==> src/inc/ept_pkg.sv <==
package ept_pkg;
  // register byte addresses on the wishbone port
  localparam logic [3:0] EPT_ADDR_CTRL   = 4'h0;
  localparam logic [3:0] EPT_ADDR_COUNT  = 4'h4;
  localparam logic [3:0] EPT_ADDR_PERIOD = 4'h8;
  localparam logic [3:0] EPT_ADDR_STAT   = 4'hC;
  // interrupt block, same one-bit layout in each
  localparam logic [4:0] EPT_ADDR_IEN    = 5'h10;
  localparam logic [4:0] EPT_ADDR_ICLR   = 5'h14;
  // control field positions
  localparam int EPT_CKPS_LSB = 0;
  localparam int EPT_RUN_BIT  = 2;
  localparam int EPT_OUTPS_LSB = 3;
  localparam int EPT_CTRL_USED = 7;
  // reset values
  localparam logic [7:0] EPT_CTRL_RST   = 8'h00;
  localparam logic [7:0] EPT_COUNT_RST  = 8'h00;
  localparam logic [7:0] EPT_PERIOD_RST = 8'hFF;
  // prescale codes and terminal counts
  localparam logic [1:0] EPT_CKPS_DIV1 = 2'h0;
  localparam logic [1:0] EPT_CKPS_DIV4 = 2'h1;
  localparam logic [3:0] EPT_PRE_TC4   = 4'h3;
  localparam logic [3:0] EPT_PRE_TC16  = 4'hF;
  // instruction-cycle terminal count, four core clocks per cycle
  localparam logic [1:0] EPT_ICYC_TC   = 2'h3;
endpackage

==> src/rtl/ept_div.sv <==
// free divider: pulse when count reaches terminal, cleared by clr
module ept_div #(
  parameter int W = 4
) (
  // clock and reset
  input  wire logic         sys_clk,
  input  wire logic         srst,
  // control
  input  wire logic         clr,
  input  wire logic         inc,
  input  wire logic [W-1:0] tc,
  // result
  output logic              hit
);
  logic [W-1:0] cnt_reg;
  logic [W-1:0] cnt_next;

  assign hit      = inc && (cnt_reg >= tc);
  assign cnt_next = hit ? '0 : cnt_reg + W'(1);

  always_ff @(posedge sys_clk) begin
    if (srst || clr) begin
      cnt_reg <= '0;
    end else if (inc) begin
      cnt_reg <= cnt_next;
    end
  end
endmodule

==> src/rtl/ept_flag.sv <==
// sticky flag, set wins over clear
module ept_flag (
  // clock and reset
  input  wire logic sys_clk,
  input  wire logic srst,
  // events
  input  wire logic set,
  input  wire logic clr,
  // state
  output logic      flag
);
  logic flag_reg;

  assign flag = flag_reg;

  always_ff @(posedge sys_clk) begin
    if (srst) begin
      flag_reg <= 1'b0;
    end else if (set) begin
      flag_reg <= 1'b1;
    end else if (clr) begin
      flag_reg <= 1'b0;
    end
  end
endmodule

==> src/rtl/ept_timer.sv <==
// Notes on behaviour
// - eight-bit count and period registers, both software read and write
// - count input is core clock divided by four before prescaling
// - control bits 1:0 pick prescale 1:1, 1:4 or 1:16
// - control bits 6:3 divide matches by value plus one before flag
// - control bit 2 runs the timer; clear stops it
// - counter climbs from zero to period, then wraps to zero
// - period register resets to FFh
// - count register clears on any reset
// - scaler counters clear on count write, control write, reset
// - control write leaves count register unchanged
// - postscaler output sets flag; interrupt only while enabled
// - pre-postscaler match pulse drives pwm time base and postscaler input
module ept_timer
  import ept_pkg::*;
(
  // clock and reset
  input  wire logic        sys_clk,
  input  wire logic        srst,
  // wishbone slave
  input  wire logic        wb_cyc_i,
  input  wire logic        wb_stb_i,
  input  wire logic        wb_we_i,
  input  wire logic [4:0]  wb_adr_i,
  input  wire logic [3:0]  wb_sel_i,
  input  wire logic [31:0] wb_dat_i,
  output logic      [31:0] wb_dat_o,
  output logic             wb_ack_o,
  // time base and interrupt
  output logic             pwm_time_base,
  output logic             irq
);
  logic [7:0]  ctrl_reg;
  logic [7:0]  count_reg;
  logic [7:0]  count_next;
  logic [7:0]  period_reg;
  logic        ien_reg;
  logic        ack_reg;
  logic [31:0] rdat_reg;
  logic [31:0] rdat_next;
  logic        match_reg;
  logic        match_irq_flag;

  // bus decode
  wire req       = wb_cyc_i && wb_stb_i && !ack_reg;
  wire wr_lane0  = req && wb_we_i && wb_sel_i[0];
  wire sel_ctrl  = wb_adr_i == {1'b0, EPT_ADDR_CTRL};
  wire sel_count = wb_adr_i == {1'b0, EPT_ADDR_COUNT};
  wire sel_per   = wb_adr_i == {1'b0, EPT_ADDR_PERIOD};
  wire sel_stat  = wb_adr_i == {1'b0, EPT_ADDR_STAT};
  wire sel_ien   = wb_adr_i == EPT_ADDR_IEN;
  wire sel_iclr  = wb_adr_i == EPT_ADDR_ICLR;
  wire wr_ctrl   = wr_lane0 && sel_ctrl;
  wire wr_count  = wr_lane0 && sel_count;
  wire wr_per    = wr_lane0 && sel_per;
  wire wr_ien    = wr_lane0 && sel_ien;
  wire wr_iclr   = wr_lane0 && sel_iclr && wb_dat_i[0];

  // field views
  wire       timer_run        = ctrl_reg[EPT_RUN_BIT];
  wire [1:0] prescale_select  = ctrl_reg[EPT_CKPS_LSB +: 2];
  wire [3:0] postscale_select = ctrl_reg[EPT_OUTPS_LSB +: 4];

  wire scaler_clr = wr_ctrl || wr_count;

  // instruction-cycle tick, core clock over four
  wire icyc_tick;
  ept_div #(.W(2)) u_icyc (
    .sys_clk (sys_clk),
    .srst    (srst),
    .clr     (scaler_clr),
    .inc     (timer_run),
    .tc      (EPT_ICYC_TC),
    .hit     (icyc_tick)
  );

  wire [3:0] pre_tc = (prescale_select == EPT_CKPS_DIV1) ? 4'h0 :
                      (prescale_select == EPT_CKPS_DIV4) ? EPT_PRE_TC4 : EPT_PRE_TC16;
  wire inc_tick;
  ept_div #(.W(4)) u_pre (
    .sys_clk (sys_clk),
    .srst    (srst),
    .clr     (scaler_clr),
    .inc     (icyc_tick),
    .tc      (pre_tc),
    .hit     (inc_tick)
  );

  wire at_period = count_reg == period_reg;
  wire wrap      = inc_tick && at_period;
  assign count_next = wrap ? 8'h00 : count_reg + 8'h01;

  // postscaler divides matches by select plus one
  wire post_hit;
  ept_div #(.W(4)) u_post (
    .sys_clk (sys_clk),
    .srst    (srst),
    .clr     (scaler_clr),
    .inc     (wrap),
    .tc      (postscale_select),
    .hit     (post_hit)
  );

  ept_flag u_flag (
    .sys_clk (sys_clk),
    .srst    (srst),
    .set     (post_hit),
    .clr     (wr_iclr),
    .flag    (match_irq_flag)
  );

  assign irq = match_irq_flag && ien_reg;

  // one-clock time base pulse, before postscaler
  assign pwm_time_base = match_reg;

  always_ff @(posedge sys_clk) begin
    if (srst) begin
      match_reg <= 1'b0;
    end else begin
      match_reg <= wrap;
    end
  end

  always_ff @(posedge sys_clk) begin
    if (srst) begin
      ctrl_reg <= EPT_CTRL_RST;
    end else if (wr_ctrl) begin
      ctrl_reg <= {1'b0, wb_dat_i[EPT_CTRL_USED-1:0]};
    end
  end

  // count: software write wins, control write untouched
  always_ff @(posedge sys_clk) begin
    if (srst) begin
      count_reg <= EPT_COUNT_RST;
    end else if (wr_count) begin
      count_reg <= wb_dat_i[7:0];
    end else if (inc_tick) begin
      count_reg <= count_next;
    end
  end

  always_ff @(posedge sys_clk) begin
    if (srst) begin
      period_reg <= EPT_PERIOD_RST;
    end else if (wr_per) begin
      period_reg <= wb_dat_i[7:0];
    end
  end

  always_ff @(posedge sys_clk) begin
    if (srst) begin
      ien_reg <= 1'b0;
    end else if (wr_ien) begin
      ien_reg <= wb_dat_i[0];
    end
  end

  // read mux; unmapped and write-only clear read as zero
  assign rdat_next = sel_ctrl  ? {24'h00_0000, ctrl_reg}   :
                     sel_count ? {24'h00_0000, count_reg}  :
                     sel_per   ? {24'h00_0000, period_reg} :
                     sel_stat  ? {31'h0000_0000, match_irq_flag} :
                     sel_ien   ? {31'h0000_0000, ien_reg}  : 32'h0000_0000;

  // single-wait-state ack, dropped the cycle after
  always_ff @(posedge sys_clk) begin
    if (srst) begin
      ack_reg  <= 1'b0;
      rdat_reg <= 32'h0000_0000;
    end else begin
      ack_reg  <= req;
      rdat_reg <= rdat_next;
    end
  end

  assign wb_ack_o = ack_reg;
  assign wb_dat_o = rdat_reg;
endmodule

==> config.mk <==
export PLATFORM = sky130hd
export DESIGN_NAME = ept_timer
export DESIGN_NICKNAME = d
export VERILOG_FILES = /design/src/inc/ept_pkg.sv /design/src/rtl/ept_div.sv /design/src/rtl/ept_flag.sv /design/src/rtl/ept_timer.sv
export SDC_FILE = /design/constraint.sdc
export NUM_CORES = 1
export LEC_CHECK = 0
export ABC_AREA = 1
export CAP_MARGIN = 20
export CORE_MARGIN = 2
export CORE_UTILIZATION = 25
export DETAILED_ROUTE_END_ITERATION = 16
export DONT_BUFFER_PORTS = 1
export PLACE_DENSITY_LB_ADDON = 0.08
export REMOVE_ABC_BUFFERS = 1
export SYNTH_ARGS = -nofsm -noshare
export SYNTH_HDL_FRONTEND = slang
export SYNTH_SLANG_ARGS = --single-unit
==> constraint.sdc <==
create_clock -name sys_clk -period 2.6 [get_ports sys_clk]
set_input_delay 0.39 -clock sys_clk [delete_from_list [all_inputs] [get_ports sys_clk]]
set_output_delay 0.39 -clock sys_clk [all_outputs]
set_load 0.05 [all_outputs]
-- Word-level counts from Yosys, hierarchy flattened
Index checks and enable logic that the tools add are counted.
- add/sub/neg operators: 4
- $lt $le $gt $ge: 3
- eq/ne operators: 7
- multiplexer cells: 15
- reductions and logical operators: 24
- operators with widths (cell ; number):
    two-way mux 8 bit ; 5
    two-way mux 4 bit ; 4
    logical AND 1 bit ; 15
    == test 5 x 4 -> 1 bit, second input constant ; 2
    == test 5 bit, second input constant ; 2
    adder 4 x 1 -> 4 bit, second input constant ; 2
    adder 8 x 1 -> 8 bit, second input constant ; 1
    == test 8 bit ; 1
    greater-or-equal comparator 4 bit ; 2
    two-way mux 7 bit ; 1
    == test 5 x 3 -> 1 bit, second input constant ; 1
    logical NOT 5 bit ; 1
    OR reduction 5 bit ; 1
    two-way mux 1 bit ; 4
    nonzero test 2 bit ; 2
    adder 2 x 1 -> 2 bit, second input constant ; 1
    == test 2 x 1 -> 1 bit, second input constant ; 1
    greater-or-equal comparator 2 bit, second input constant ; 1
    logical NOT 2 bit ; 1
    logical OR 1 bit ; 2
    two-way mux 2 bit ; 1
    OR reduction 2 bit ; 1
    logical NOT 1 bit ; 1
- bits in registers: 69
- output and inout port bits: 35

-- Longest topological paths before layout
- word-level depth: 9
- depth in mapped cells: 15
- mapped depth without buffers: 15

-- Modules after synthesis
From an unflattened synthesis, not the netlist that was laid out.
- cell total of the unflattened synthesis: 430
- area total of the unflattened synthesis: 2925.3 µm²
- modules (own cells, without submodules) (module ; times used ; cells each ; area an instance (µm²)):
    ept_timer ; 1 ; 310 ; 2098.3
    ept_div at u_post ... ; 2 ; 46 ; 316.6
    ept_div at u_icyc ; 1 ; 23 ; 153.9
    ept_flag ; 1 ; 5 ; 40.0

-- Worst setup path after synthesis
OpenSTA, ideal clock, no wires.
- kind: flip-flop to flip-flop
- start point: register ack_reg (netlist: wb_ack_o)
- end point: register u_pre.cnt_reg[2]
- setup time: 0.078 ns
- data arrival time: 1.592 ns
- data required time: 2.522 ns
- path slack: 0.930 ns
- cell stages (with the launch flop): 9
- path buffers: 0
- period minus slack after synthesis: 1.670 ns
- path through: dfxtp_1 > nor2_1 > nand4_1 > inv_1 > nand2_4 > inv_2 > nor3_1 > inv_1 > nor3_1
- cells in the longest elaborated chain, start to end: 7
- elaborated cells on any way between the ends: 8
- those cells by class: reduce/logical (8)
- ends and longest elaborated chain (item ; RTL line ; RTL):
    start: declaration ; ept_timer.sv:38 ; logic ack_reg;
    start signal: assignment ; ept_timer.sv:173 ; ack_reg <= req;
    logical NOT 1 bit * ; ept_timer.sv:45 ; wire req = wb_cyc_i && wb_stb_i && !ack_reg;
    logical AND 1 bit * ; ept_timer.sv:45 ;
    logical AND 1 bit * (2 in a row) ; ept_timer.sv:46 ; wire wr_lane0 = req && wb_we_i && wb_sel_i[0];
    logical AND 1 bit (on tied branches) ; ept_timer.sv:53, ept_timer.sv:54 ;
    logical OR 1 bit * ; ept_timer.sv:64 ; wire scaler_clr = wr_ctrl || wr_count;
    logical OR 1 bit * ; ept_div.sv:22 ; if (srst || clr) begin
    end signal: assignment ; ept_div.sv:25 ; cnt_reg <= cnt_next;
    end: declaration ; ept_div.sv:15 ; logic [W-1:0] cnt_reg;
Every way passes the cells marked *; elsewhere a longest branch is shown, timed or not.
A chain may end at the register's enable or synchronous reset.

-- Worst setup path after layout
- start point: register ctrl_reg[1]
- end point: register count_reg[3]
- cells in the longest elaborated chain, start to end: 9
- elaborated cells on any way between the ends: 11
- those cells by class: order compare (1); eq/ne (1); mux (5); reduce/logical (4)
- ends and longest elaborated chain (item ; RTL line ; RTL):
    start: declaration ; ept_timer.sv:33 ; logic [7:0] ctrl_reg;
    start signal: assignment ; ept_timer.sv:129 ; ctrl_reg <= {1'b0, wb_dat_i[EPT_CTRL_USED-1:0]};
    == test 2 x 1 -> 1 bit ; ept_timer.sv:78 ; (prescale_select == EPT_CKPS_DIV4) ? EPT_PRE_TC4 : EPT_PRE_TC16;
    two-way mux 4 bit ; ept_timer.sv:78 ;
    two-way mux 4 bit * ; ept_timer.sv:77 ; wire [3:0] pre_tc = (prescale_select == EPT_CKPS_DIV1) ? 4'h0 :
    greater-or-equal comparator 4 bit * ; ept_div.sv:18 ; assign hit = inc && (cnt_reg >= tc);
    logical AND 1 bit * ; ept_div.sv:18 ;
    logical AND 1 bit ; ept_timer.sv:90 ; wire wrap = inc_tick && at_period;
    two-way mux 8 bit ; ept_timer.sv:91 ; assign count_next = wrap ? 8'h00 : count_reg + 8'h01;
    two-way mux 8 bit ; ept_timer.sv:139 ; end else if (inc_tick) begin
    two-way mux 8 bit ; ept_timer.sv:137 ; end else if (wr_count) begin
    end signal: assignment ; ept_timer.sv:138 ; count_reg <= wb_dat_i[7:0];
    end signal: assignment ; ept_timer.sv:140 ; count_reg <= count_next;
    end: declaration ; ept_timer.sv:34 ; logic [7:0] count_reg;
Every way passes the cells marked *; elsewhere a longest branch is shown, timed or not. The select of a mux whose other input is x is not followed.

==> out/metrics.csv <==
stage;metric;value;unit
status;status;completed;
floorplanning;initial core utilization;25.8;%
timing;Hold Slack;0.145;ns
critical_path;Critical-path top delay cell;dfxtp_1;
final_layout;storage element area;901;um2
clock_network;# Post-CTS Setup Buffers;0;
clock_network;Clock Latency Late Sink;0.30;ns
grt;global-route wire length before repair;10.9;mm
clock_network;# clock sinks;45;
synth;sequential area share after synthesis;33.6;%
grt;GRT overflow;0;
timing;fmax;509;MHz
power_and_ir_drop;Logic pwr share;9.0;%
critical_path;most numerous cell on the critical path;inv_1;
final_layout;layout cell share with drive strength beyond 1;7.35;%
timing;Worst Clk Skew;0.00684;ns
final_layout;Area Overhead vs Synth;5.70;%
timing;worst slew pin tran;0.753;ns
critical_path;crit path launch type;register;
detailed_routing;TritonRoute pass-1 iters;4;
power_and_ir_drop;Leakage;0.00132;uW
floorplanning;Die Height;108;um
power_and_ir_drop;Peak VDD IR;0.157;mV
detailed_routing;DRC viols;0;
grt;vias in the first global route;2068;
place;PortBufs;0;
final_layout;commonest cells after routing, fill and taps aside;72 x nand2_1, 67 x inv_1, 45 x dfxtp_1;
flow_run;maxcap violations;0;
synth;top cells by area, synth;dfxtp_1 34%, nand2_1 10%, inv_1 9.4%, buf_4 7.0%, ha_1 5.6%;
power_and_ir_drop;Int Pwr;913;uW
timing;Slew Viols, Final;0;
detailed_routing;WL final;6.71;mm
clock_network;CTS Hold Buffers Added;0;
final_layout;Final nets;439;
critical_path;CP endpoint;count_reg[3];
critical_path;Max Fanout on Critical Path;11;
synth;top cell type's share of synthesized area;33.6;%
critical_path;Buf/Inv on CP;4;
synth;syn_area_per_cell;7.07;um2
clock_network;Clock Tree Root;clkbuf_8;
final_layout;# fillers;1164;
floorplanning;num rows;37;
critical_path;CP cell instances;inv_1 -> ha_1 -> nand2_1 -> inv_1 -> nand3_1 -> nand3_1 -> nand2_2 -> inv_1 -> nor2_1 -> nand2_1 -> nand3_1 -> nand2_1 -> inv_1;
floorplanning;DIE AREA;11600;um2
synth;top cell type by total area after synthesis;dfxtp_1;
power_and_ir_drop;sw frac;28.1;%
floorplanning;I/O pin total;81;
timing;Setup-failing EPs final;0;
clock_network;total CTS buffers;5;
critical_path;critical path endpoint category;register;
critical_path;CP Class;reg2reg;
power_and_ir_drop;sequential power share;55.0;%
power_and_ir_drop;pwr dens;448;nW/um2
detailed_routing;routed via count;2181;
synth;Yosys cell types;36;
critical_path;CP startpoint;ctrl_reg[1];
clock_network;Reg clk slew, reported paths;0.09;ns
place;routability cong.;0.755;
timing;final hold violation count;0;
synth;flops & latches, synth;45;
grt;largest net degree at the start of global routing;26;
critical_path;R2R setup slack;0.63;ns
clock_network;post-cts sizing count;0;
hold_path;Hold Path Class;in2reg;
hold_path;min-delay src;srst;
detailed_routing;routed vias/inst;4.22;
critical_path;CP top delay family;simple AND/OR/NAND/NOR gates;
critical_path;max incr delay on CP;0.37;ns
grt;Tot GR Track Use;12.3;%
timing;final worst-path cycle share;75.6;%
final_layout;Ant. Diodes;0;
timing;RSZ-0062 raised after global routing;false;
final_layout;area of the multi-input gates;1380;um2
clock_network;Clock Path Buffers;2;
clock_network;CTS tree;built;
power_and_ir_drop;Clk pwr share;36.0;%
synth;Syn. warnings;0;
timing;Rel. slew slack;49.8;%
floorplanning;Core Footprint;10400;um2
power_and_ir_drop;Sw Pwr;356;uW
detailed_routing;starting DRC count in detailed routing;94;
clock_network;Max H-tree Level;2;
timing;final setup TNS;0;ns
critical_path;Critical Path AT;2.17;ns
critical_path;R2R Path End;count_reg[3];
grt;initial antenna violation count;0;
synth;Gate Count Post-Synth;379;
detailed_routing;Avg WL per Cell;13.0;um
critical_path;cells on worst reg2reg path;13;
floorplanning;Die Span X;108;um
critical_path;Crit. path cell count;13;
synth;synthesized area;2680;um2
detailed_routing;Final ANT Viol Nets;0;
critical_path;worst endpoint required time;2.81;ns
critical_path;Worst R2R Start;ctrl_reg[1];
timing;post-route minimum period;1.97;ns
place;DP HPWL;4.91;mm
final_layout;commonest non-fill, non-tap cell in the layout;nand2_1;
[kinds of logic (layout without fill, tap and decap cells)]
group,count (synthesis),after routing,synth area share (%)
and+or+nand+nor,148,148,25.8
other,1,24,0.140
xor gates and xnor gates,10,10,3.27
buffers and inverters,102,81,18.3
DFF,45,45,33.6
AOI/OAI and AO/OA,61,61,13.3
adders and majority gates,12,12,5.60
[worst register-to-register path: cells and delay by family (launching register included)]
family,cells,cell delay [ns]
DFF,1,0.37
adders and majority gates,1,0.30
and+or+nand+nor,8,0.68
buffers and inverters,4,0.53
[worst min path at each step]
| stage | cells past startpoint | end | slack (ns) |
|---|---|---|---|
| 2_1_floorplan | 2 | u_icyc.cnt_reg[1] | 0.44 |
| 3_3_place_gp | 2 | u_icyc.cnt_reg[1] | 0.46 |
| 3_5_place_dp | 1 | count_reg[5] | 0.46 |
| 4_1_cts | 1 | count_reg[5] | 0.13 |
| 5_1_grt | 1 | count_reg[5] | 0.13 |
| 6_report | 1 | count_reg[6] | 0.14 |
[per-stage QoR]
stage               util (%)  worst slack [ns]  total power (uW)  instances  area [um2]
CTS                     27.3             0.635              1290        517        2830
global route            27.3             0.419              1330        517        2830
global placement        26.5             0.662               829        510        2750
detailed placement      26.5             0.652               829        510        2750
floorplan                  -             0.867               816        368        2530
finish                  27.3             0.634              1270        517        2830
[synth_stat cells (all sizes together)]
cell / number
a211oi: 1
a21boi: 2
a21oi: 19
a311oi: 1
and3: 1
buf: 31
clkbuf: 3
conb: 1
dfxtp: 45
ha: 12
inv: 68
nand2: 76
nand3: 22
nand4: 12
nor2: 30
nor3: 5
nor4: 1
o211ai: 8
o21ai: 29
o221ai: 1
or2: 1
xnor2: 4
xor2: 6
[power groups by stage]
stage / Combinational, uW / Clock (uW) / Sequential, uW
global route: 122 / 507 / 698
floorplan: 100 / 0 / 716
finish: 114 / 457 / 697
global placement: 115 / 0 / 714
CTS: 115 / 478 / 698
detailed placement: 115 / 0 / 714
[layout make-up]
type                            count  share of cell area (%)
Timing Repair Buffer                6                    1.59
Tap cell                          136                    6.01
Sequential cell                    45                    31.8
Clock buffer                        7                    3.05
Multi-Input combinational cell    255                    48.5
Inverter                           68                    9.01
[per-layer routing]
metal	global-route usage, %	share of wire [%]	vias to the layer above
met5	0	0	-
met4	3.30	1.0	0
met3	2.72	5.3	4
met2	19.3	44	57
met1	17.1	50	960
li1	-	-	1160
No activity file was read; power rests on OpenSTA's default activity.
